===== config.mk =====
export PLATFORM = sky130hd
export DESIGN_NAME = ifc_regs
export DESIGN_NICKNAME = d
export VERILOG_FILES = /design/src/design/ifc_pkg.sv /design/src/design/ifc_regs.sv
export SDC_FILE = /design/constraint.sdc
export NUM_CORES = 1
export LEC_CHECK = 0
export ABC_AREA = 1
export BUFFER_PORTS_ARGS = -buffer_cell sky130_fd_sc_hd__buf_2
export CAP_MARGIN = 10
export CORE_MARGIN = 2
export CORE_UTILIZATION = 45
export DETAILED_ROUTE_END_ITERATION = 8
export GPL_ROUTABILITY_DRIVEN = 0
export GPL_TIMING_DRIVEN = 0
export PLACE_DENSITY = 0.82
export SLEW_MARGIN = 20
export SYNTH_ARGS = -nofsm -noshare
export SYNTH_HDL_FRONTEND = slang
export SYNTH_SLANG_ARGS = --single-unit

===== constraint.sdc =====
create_clock -name clk_i -period 2.95 [get_ports clk_i]
set_clock_uncertainty 0.1 [all_clocks]
set_input_delay 0.4425 -clock clk_i [delete_from_list [all_inputs] [get_ports clk_i]]
set_output_delay 0.4425 -clock clk_i [all_outputs]
set_load 0.05 [all_outputs]

===== src/design/ifc_pkg.sv =====
// shared constants and carriers for the interrupt flag and control registers
package ifc_pkg;

   // register offsets on the plain register port
   localparam logic [3:0] OFS_EDGE_CTL = 4'h0;  // edge_and_pullup_control
   localparam logic [3:0] OFS_EXT_CTL  = 4'h1;  // external_irq_control
   localparam logic [3:0] OFS_FLAGS1   = 4'h2;  // peripheral_flags_one
   localparam logic [3:0] OFS_FLAGS2   = 4'h3;  // peripheral_flags_two

   // reset values
   localparam logic [7:0] RST_EDGE_CTL = 8'hf5;
   localparam logic [7:0] RST_EXT_CTL  = 8'hc0;
   localparam logic [7:0] RST_FLAGS1   = 8'h00;
   localparam logic [4:0] RST_FLAGS2   = 5'h00;

   // implemented-bit masks
   localparam logic [7:0] MASK_EDGE_CTL = 8'hf5;
   localparam logic [7:0] MASK_EXT_CTL  = 8'hdb;
   localparam logic [7:0] MASK_FLAGS1_W = 8'hcf;  // bits 5 and 4 are read-only
   localparam logic [7:0] MASK_FLAGS2   = 8'h1f;

   // edge_and_pullup_control fields
   localparam int EC_PULLUP_DIS = 7;
   localparam int EC_EDGE0      = 6;
   localparam int EC_EDGE1      = 5;
   localparam int EC_EDGE2      = 4;
   localparam int EC_TMR0_PRIO  = 2;
   localparam int EC_PORT_PRIO  = 0;

   // external_irq_control fields
   localparam int XC_EXT2_PRIO = 7;
   localparam int XC_EXT1_PRIO = 6;
   localparam int XC_EXT2_EN   = 4;
   localparam int XC_EXT1_EN   = 3;
   localparam int XC_EXT2_FLAG = 1;
   localparam int XC_EXT1_FLAG = 0;

   // peripheral_flags_one read-only positions
   localparam int F1_RX = 5;
   localparam int F1_TX = 4;

   // event pulses and levels from the peripherals, same clock domain
   typedef struct packed {
      logic psp_done;    // parallel slave port read or write completed
      logic adc_done;    // conversion finished
      logic rx_full;     // level: receive buffer holds data
      logic tx_empty;    // level: transmit buffer empty
      logic ssp_done;    // sync serial transfer complete
      logic ccp1_event;  // capture or compare match, unit one
      logic ccp1_pwm;    // level: unit one in pwm mode
      logic tmr2_match;  // timer 2 equals period
      logic tmr1_ovf;    // timer 1 overflow
      logic nvw_done;    // nonvolatile write finished
      logic bus_coll;    // bus collision
      logic low_volt;    // supply below trip point
      logic tmr3_ovf;    // timer 3 overflow
      logic ccp2_event;  // capture or compare match, unit two
      logic ccp2_pwm;    // level: unit two in pwm mode
   } ifc_evt_t;

   // enable and priority bits kept outside this block
   typedef struct packed {
      logic       priority_enable;        // priority levels on
      logic       global_irq_enable;      // global enable, high level when priority on
      logic       peripheral_irq_enable;  // peripheral enable, low level when priority on
      logic [7:0] pie1;                   // peripheral enables, first group
      logic [4:0] pie2;                   // peripheral enables, second group
      logic [7:0] ipr1;                   // peripheral priorities, first group
      logic [4:0] ipr2;                   // peripheral priorities, second group
   } ifc_en_t;

endpackage : ifc_pkg


===== src/design/ifc_regs.sv =====
// interrupt edge, external control and peripheral flag registers
//
// Local design decisions: the plain strobed port and the register addresses.
`timescale 1ns/10ps

// Notes on behaviour
// - pull-up disable set turns all port pull-ups off; else each follows its latch
// - per-input edge select for ext 0,1,2: one rising, zero falling
// - edge register holds timer-0 and port-change priority bits, one is high
// - unimplemented bits ignore writes and read as zero
// - flags set on their event regardless of enables, so software may poll
// - ext2 and ext1 priority bits sit in bits 7 and 6, one is high
// - ext2 and ext1 enable bits, one allows, zero blocks
// - ext flags set on selected edge, cleared only by software write
// - parallel slave flag set on external read or write, sticky until cleared
// - conversion done flag set at end of conversion, sticky
// - receive flag read-only, one while receive buffer holds data
// - transmit flag read-only, one while transmit buffer empty
// - sync serial flag set when transfer completes, sticky
// - capture/compare one flag set on capture or match, unused in pwm
// - timer-2 match and timer-1 overflow flags, software clears
// - nonvolatile write flag set when write finishes
// - bus collision, low voltage and timer-3 flags, software clears
// - capture/compare two flag set on capture or match, unused in pwm
// - without priority, peripherals need the peripheral enable to interrupt
// - priority bits act only with priority enabled; else all go high
// - a flag requests only with its own and global enable set
module ifc_regs (
   input  wire logic             clk_i,          // system clock, 200 MHz
   input  wire logic             rst_i,          // synchronous reset, active high
   input  wire logic             ce_i,           // clock enable, low freezes state
   input  wire logic [3:0]       addr_i,         // register address
   input  wire logic [7:0]       wdata_i,        // write data
   input  wire logic             wr_i,           // write strobe
   input  wire logic             rd_i,           // read strobe
   output logic      [7:0]       rdata_o,        // read data, cycle after rd_i
   input  wire logic             ext1_i,         // external interrupt pin 1
   input  wire logic             ext2_i,         // external interrupt pin 2
   input  wire logic [7:0]       port_latch_i,   // port output latch values
   input  wire ifc_pkg::ifc_evt_t evt_i,         // peripheral events and levels
   input  wire ifc_pkg::ifc_en_t  en_i,          // outside enables and priorities
   output logic      [7:0]       pullup_en_o,    // per-pin pull-up on
   output logic      [2:0]       ext_edge_sel_o, // edge selects, ext0..ext2
   output logic                  tmr0_prio_o,    // timer-0 overflow priority
   output logic                  port_prio_o,    // port change priority
   output logic                  high_req_o,     // high-priority vector request
   output logic                  low_req_o       // low-priority vector request
);

   logic [7:0] edge_ctl;
   logic [7:0] ext_ctl;
   logic [7:0] flags1;
   logic [4:0] flags2;
   logic [1:0] ext_meta;
   logic [1:0] ext_sync;
   logic [1:0] ext_prev;
   logic [1:0] ext_edge;
   logic [1:0] ext_sel;
   logic [2:0] sync_fill;
   logic       wr_edge;
   logic       wr_ext;
   logic       wr_f1;
   logic       wr_f2;
   logic [7:0] set1;
   logic [4:0] set2;
   logic       pullup_dis;
   logic [7:0] next_rdata;
   logic       next_high;
   logic       next_low;
   logic [7:0] src1_act;
   logic [4:0] src2_act;
   logic [1:0] ext_act;
   logic [7:0] src1_hi;
   logic [4:0] src2_hi;
   logic [1:0] ext_hi;

   // write decode
   assign wr_edge = wr_i && (addr_i == ifc_pkg::OFS_EDGE_CTL);
   assign wr_ext  = wr_i && (addr_i == ifc_pkg::OFS_EXT_CTL);
   assign wr_f1   = wr_i && (addr_i == ifc_pkg::OFS_FLAGS1);
   assign wr_f2   = wr_i && (addr_i == ifc_pkg::OFS_FLAGS2);
   assign pullup_dis = edge_ctl[ifc_pkg::EC_PULLUP_DIS];

   // control register, only implemented bits take writes
   always_ff @(posedge clk_i) begin
      if (rst_i) begin
         edge_ctl <= ifc_pkg::RST_EDGE_CTL;
      end else if (ce_i && wr_edge) begin
         edge_ctl <= wdata_i & ifc_pkg::MASK_EDGE_CTL;
      end
   end

   // two-flop synchroniser; first stage feeds only the second
   always_ff @(posedge clk_i) begin
      if (rst_i) begin
         ext_meta <= 2'h0;
         ext_sync <= 2'h0;
         ext_prev <= 2'h0;
      end else if (ce_i) begin
         ext_meta <= {ext2_i, ext1_i};
         ext_sync <= ext_meta;
         ext_prev <= ext_sync;
      end
   end

   // fill marker for the pipeline above; a pin idling high after reset
   // would otherwise look like a rising edge against the cleared flops
   always_ff @(posedge clk_i) begin
      if (rst_i) begin
         sync_fill <= 3'h0;
      end else if (ce_i) begin
         sync_fill <= {sync_fill[1:0], 1'b1};
      end
   end

   // selected edge per input gives one single-cycle set
   assign ext_sel = {edge_ctl[ifc_pkg::EC_EDGE2], edge_ctl[ifc_pkg::EC_EDGE1]};
   genvar gi;
   generate
      for (gi = 0; gi < 2; gi++) begin : g_edge
         assign ext_edge[gi] = sync_fill[2] &&
                               (ext_sel[gi] ? (ext_sync[gi] && !ext_prev[gi])
                                            : (!ext_sync[gi] && ext_prev[gi]));
      end
   endgenerate

   // external control: priorities, enables and sticky flags
   // a write replaces the flags outright, so a coincident edge is dropped
   always_ff @(posedge clk_i) begin
      if (rst_i) begin
         ext_ctl <= ifc_pkg::RST_EXT_CTL;
      end else if (ce_i) begin
         if (wr_ext) begin
            ext_ctl <= wdata_i & ifc_pkg::MASK_EXT_CTL;
         end else begin
            ext_ctl[1:0] <= ext_ctl[1:0] | ext_edge;
         end
      end
   end

   // hardware set vectors, aligned with the flag bit positions
   assign set1 = {evt_i.psp_done,
                  evt_i.adc_done,
                  2'h0,
                  evt_i.ssp_done,
                  evt_i.ccp1_event && !evt_i.ccp1_pwm,
                  evt_i.tmr2_match,
                  evt_i.tmr1_ovf};
   assign set2 = {evt_i.nvw_done,
                  evt_i.bus_coll,
                  evt_i.low_volt,
                  evt_i.tmr3_ovf,
                  evt_i.ccp2_event && !evt_i.ccp2_pwm};

   // first flag register; rx and tx mirror the serial buffer levels
   always_ff @(posedge clk_i) begin
      if (rst_i) begin
         flags1 <= ifc_pkg::RST_FLAGS1;
      end else if (ce_i) begin
         if (wr_f1) begin
            flags1 <= wdata_i & ifc_pkg::MASK_FLAGS1_W;
         end else begin
            flags1 <= (flags1 | set1) & ifc_pkg::MASK_FLAGS1_W;
         end
         flags1[ifc_pkg::F1_RX] <= evt_i.rx_full;
         flags1[ifc_pkg::F1_TX] <= evt_i.tx_empty;
      end
   end

   // second flag register, five implemented bits
   always_ff @(posedge clk_i) begin
      if (rst_i) begin
         flags2 <= ifc_pkg::RST_FLAGS2;
      end else if (ce_i) begin
         if (wr_f2) begin
            flags2 <= wdata_i[4:0];
         end else begin
            flags2 <= flags2 | set2;
         end
      end
   end

   // read mux; unmapped addresses and unimplemented bits give zero
   always_comb begin
      case (addr_i)
         ifc_pkg::OFS_EDGE_CTL: next_rdata = edge_ctl;
         ifc_pkg::OFS_EXT_CTL:  next_rdata = ext_ctl;
         ifc_pkg::OFS_FLAGS1:   next_rdata = flags1;
         ifc_pkg::OFS_FLAGS2:   next_rdata = {3'h0, flags2};
         default:               next_rdata = 8'h00;
      endcase
   end

   // read data valid only in the cycle after the strobe
   always_ff @(posedge clk_i) begin
      if (rst_i) begin
         rdata_o <= 8'h00;
      end else if (ce_i) begin
         rdata_o <= rd_i ? next_rdata : 8'h00;
      end
   end

   // pull-ups and control bits out, registered
   always_ff @(posedge clk_i) begin
      if (rst_i) begin
         pullup_en_o    <= 8'h00;
         ext_edge_sel_o <= 3'h7;
         tmr0_prio_o    <= 1'b1;
         port_prio_o    <= 1'b1;
      end else if (ce_i) begin
         pullup_en_o    <= pullup_dis ? 8'h00 : port_latch_i;
         ext_edge_sel_o <= edge_ctl[ifc_pkg::EC_EDGE0:ifc_pkg::EC_EDGE2];
         tmr0_prio_o    <= edge_ctl[ifc_pkg::EC_TMR0_PRIO];
         port_prio_o    <= edge_ctl[ifc_pkg::EC_PORT_PRIO];
      end
   end

   // per-source active and high-priority terms
   // the software duty of keeping the slave port flag clear is trusted here
   assign src1_act = flags1 & en_i.pie1;
   assign src2_act = flags2 & en_i.pie2;
   assign ext_act  = ext_ctl[1:0] & {ext_ctl[ifc_pkg::XC_EXT2_EN], ext_ctl[ifc_pkg::XC_EXT1_EN]};
   assign src1_hi  = src1_act & en_i.ipr1;
   assign src2_hi  = src2_act & en_i.ipr2;
   assign ext_hi   = ext_act & {ext_ctl[ifc_pkg::XC_EXT2_PRIO], ext_ctl[ifc_pkg::XC_EXT1_PRIO]};

   // request resolution; compatibility mode sends all to the high vector
   always_comb begin
      next_high = 1'b0;
      next_low  = 1'b0;
      if (!en_i.priority_enable) begin
         next_high = en_i.global_irq_enable &&
                     ((|ext_act) ||
                      (en_i.peripheral_irq_enable && ((|src1_act) || (|src2_act))));
      end else begin
         next_high = en_i.global_irq_enable &&
                     ((|ext_hi) || (|src1_hi) || (|src2_hi));
         next_low  = en_i.global_irq_enable && en_i.peripheral_irq_enable &&
                     ((|(ext_act & ~ext_hi)) || (|(src1_act & ~src1_hi)) ||
                      (|(src2_act & ~src2_hi)));
      end
   end

   // registered requests toward the core
   always_ff @(posedge clk_i) begin
      if (rst_i) begin
         high_req_o <= 1'b0;
         low_req_o  <= 1'b0;
      end else if (ce_i) begin
         high_req_o <= next_high;
         low_req_o  <= next_low;
      end
   end
endmodule : ifc_regs


==> impl_metrics.py <==
metrics = {
    "synthesis": {
        "yosys.area.top_type": "dfxtp_1",
        "ys.flop_type": "dfxtp_1",
        "synthesis.area_um2": 2674,
        "synth_common_cells": "89 x nand2_1, 57 x dfxtp_1, 54 x a21oi_1",
        "synth_enable_flop_cells": 0,
        "synth.most_common_cell": "nand2_1",
        "syn_avg_cell_area_um2": 7.074,
        "synth_top_cell_area_share_pct": 42.68,
        "async_reset_ff_share_pct": 0,
        "syn_inst": 378,
        "ys_ff_latch": 57,
        "yosys_warnings": 0,
        "yosys-top-cells-area": "dfxtp_1 43%, nand2_1 12%, a21oi_1 10%, o21ai_0 5.8%, nand3_1 5.2%",
        "yosysSeqAreaShare_pct": 42.68,
        "synth_nets": 449,
        "synth.distinct_cells": 28,
    },
    "cts": {
        "post_cts_buffers": 0,
        "cts_made_buffers": 9,
        "postCtsHoldBufs": 0,
        "cts_max_level": 3,
        "path_clk_slew_ns": 0.07,
        "cts_tree": "yes",
        "cts.sinks": 57,
        "cts.path.max_buffers": 2,
        "cts-resized-gates": 0,
        "worstSkewPairLatency_ns": 0.35,
        "root_buffer": "clkbuf_8",
    },
    "route": {
        "final_antenna_net_count": 0,
        "wl_um": 8087,
        "drt-initial-drc-count": 225,
        "drc": 0,
        "drtPass1Iterations": 6,
        "wl_per_cell_um": 14.42,
        "vias": 3029,
        "viasPerCell": 5.399,
    },
    "setup_path": {
        "path_max_fanout": 2,
        "cpLargestDelayFamily": "flip-flops",
        "cp_data_arrival_time_ns": 0.96,
        "critPathKind": "flip-flop to output pin",
        "reg2reg_to": "low_req_o",
        "crit_buf_inv": 1,
        "r2r_slack_ns": 1.61,
        "startpoint_type": "flip-flop",
        "max_stage_delay_ns": 0.34,
        "critPathCaptureType": "output pin",
        "critical_path_required_ns": 2.41,
        "cp_cell_sequence": "buf_2",
        "cpMaxStageDelayCell": "dfxtp_1",
        "r2r_cells": 7,
        "r2r_start": "flags2[4]",
    },
    "cells_and_area": {
        "drive_gt1_share_pct": 25.93,
        "nets": 552,
        "syn_to_final_growth_pct": 28.50,
        "utilization_pct": 59.08,
        "nFillCells": 541,
        "antennaDiodeCount": 0,
        "layoutNonFillerInstCount": 561,
    },
    "hold_path": {
        "hold_path_depth": 3,
        "hold_end": "ext_meta[1]",
        "hold_start": "ext2_i",
        "min_path_type": "primary input to flip-flop",
    },
    "sta": {
        "slew_viol_final": 0,
        "max_clock_freq_mhz": 667.6,
        "setup_viol": 0,
        "period_needed_ns": 1.498,
        "period_share_pct": 50.78,
        "hold_violations": 0,
        "relSlewSlack_pct": 63.30,
        "tns_ns": 0,
        "worst_slew_pin_slew_ns": 0.5505,
        "rsz0062_at_grt": "false",
    },
    "run_status": {
        "outcome": "finished clean",
    },
    "placement": {
        "dp.cells": 545,
        "dp_hpwl_um": 6205,
        "io_buffers": 92,
    },
    "die": {
        "die_area_um2": 6575,
        "io_pins": 94,
        "start_util_pct": 45.98,
        "core-area_um2": 5816,
        "fp.dieW_um": 81.09,
        "die_h_um": 81.09,
        "placementRows": 28,
    },
    "power_and_ir_drop": {
        "p_seq_share_pct": 45.4,
        "power_w": 0.001812,
        "p_leak_nw": 1.605,
        "p_clk_share_pct": 42.4,
        "vdd_drop_max_uv": 430.7,
        "internal_power_w": 0.001343,
        "p_switching_w": 0.0004694,
        "power.share.switching_pct": 25.90,
        "power-per-cell-area_nw_per_um2": 527.4,
        "comb_power_share_pct": 12.2,
    },
    "run": {
        "max_cap_viol_count": 0,
    },
    "global_routing": {
        "track_usage_pct": 25.99,
        "antenna_found_initial": 0,
        "grt_pass1_vias": 2819,
        "overflow": 0,
        "grt_max_degree": 11,
        "grt_pass1_wl_um": 12860,
    },
}
==> stage by stage <==
step | hold WS (ns) | worst slack [ns] | area (µm²)
floorplan | 0.3339 | 1.562 | 2674
finish | 0.2121 | 1.452 | 3436
CTS | 0.2098 | 1.449 | 3436
global route | 0.2265 | 1.413 | 3436
global placement | 0.3463 | 1.294 | 3228
detailed placement | 0.3551 | 1.232 | 3228
==> cell type report <==
cell class | instances | area, µm² | area share (%)
Multi-Input combinational cell | 275 | 1344 | 39.11
Sequential cell | 57 | 1141 | 33.21
Timing Repair Buffer | 92 | 460.4 | 13.40
Clock buffer | 14 | 172.7 | 5.025
Inverter | 31 | 116.4 | 3.387
Tap cell | 75 | 93.84 | 2.731
Buffer | 15 | 72.57 | 2.112
Clock inverter | 2 | 35.03 | 1.020
==> placed cells by master (no fill, tap or decap), drive strengths merged <==
cell / instances
nand2: 90
o21ai: 33
a311oi: 1
inv: 29
a21oi: 54
dfxtp: 57
clkinv: 3
a211oi: 5
o22ai: 3
nor3: 5
clkbuf: 23
o211ai: 7
nand4: 3
buf: 98
o221ai: 2
a31oi: 1
bufinv: 1
nor2: 30
nand3b: 6
or2: 6
nand3: 29
==> kinds of logic after synthesis <==
| kind of cell | share of synthesized area, % |
|---|---|
| flip-flops | 42.68 |
| buffers and inverters | 7.066 |
| AND/OR/NAND/NOR | 28.45 |
| AO/OA/AOI/OAI | 21.81 |
==> power groups by stage <==
stage / clock [W] / combinational (W) / sequential, W
after floorplan: 0 / 0.000109 / 0.000849
after global placement: 0 / 0.000213 / 0.000839
after detailed placement: 0 / 0.000217 / 0.000839
after CTS: 0.000770 / 0.000219 / 0.000823
after global routing: 0.000804 / 0.000245 / 0.000826
final: 0.000768 / 0.000221 / 0.000823
==> layer usage <==
metal | vias to the layer above | global-route usage, % | wire (µm)
li1 | 1488 | - | -
met1 | 1387 | 30.35 | 3405
met2 | 132 | 43.47 | 3731
met3 | 22 | 8.222 | 757
met4 | 0 | 11.86 | 192
met5 | - | 0 | 0
==> flip-flops by register name (all words and copies together) (netlist names) <==
name / cells
flags2: 5
ext_edge_sel_o: 3
low_req_o: 1
sync_fill: 3
tmr0_prio_o: 1
rdata_o: 8
edge_ctl: 6
port_prio_o: 1
ext_prev: 2
ext_meta: 2
pullup_en_o: 8
flags1: 8
high_req_o: 1
ext_ctl: 6
ext_sync: 2
==> how the worst max path moves through the flow <==
stage,to,start,slack [ns],cells past startpoint
global route,rdata_o[3],rdata_o[3],1.41,1
detailed placement,flags1[2],addr_i[3],1.23,8
floorplan,flags1[1],addr_i[3],1.56,7
CTS,high_req_o,high_req_o,1.45,1
finish,pullup_en_o[1],pullup_en_o[1],1.45,1
global placement,flags1[2],addr_i[3],1.29,8
Note: power is estimated with default switching activity, not from simulation.
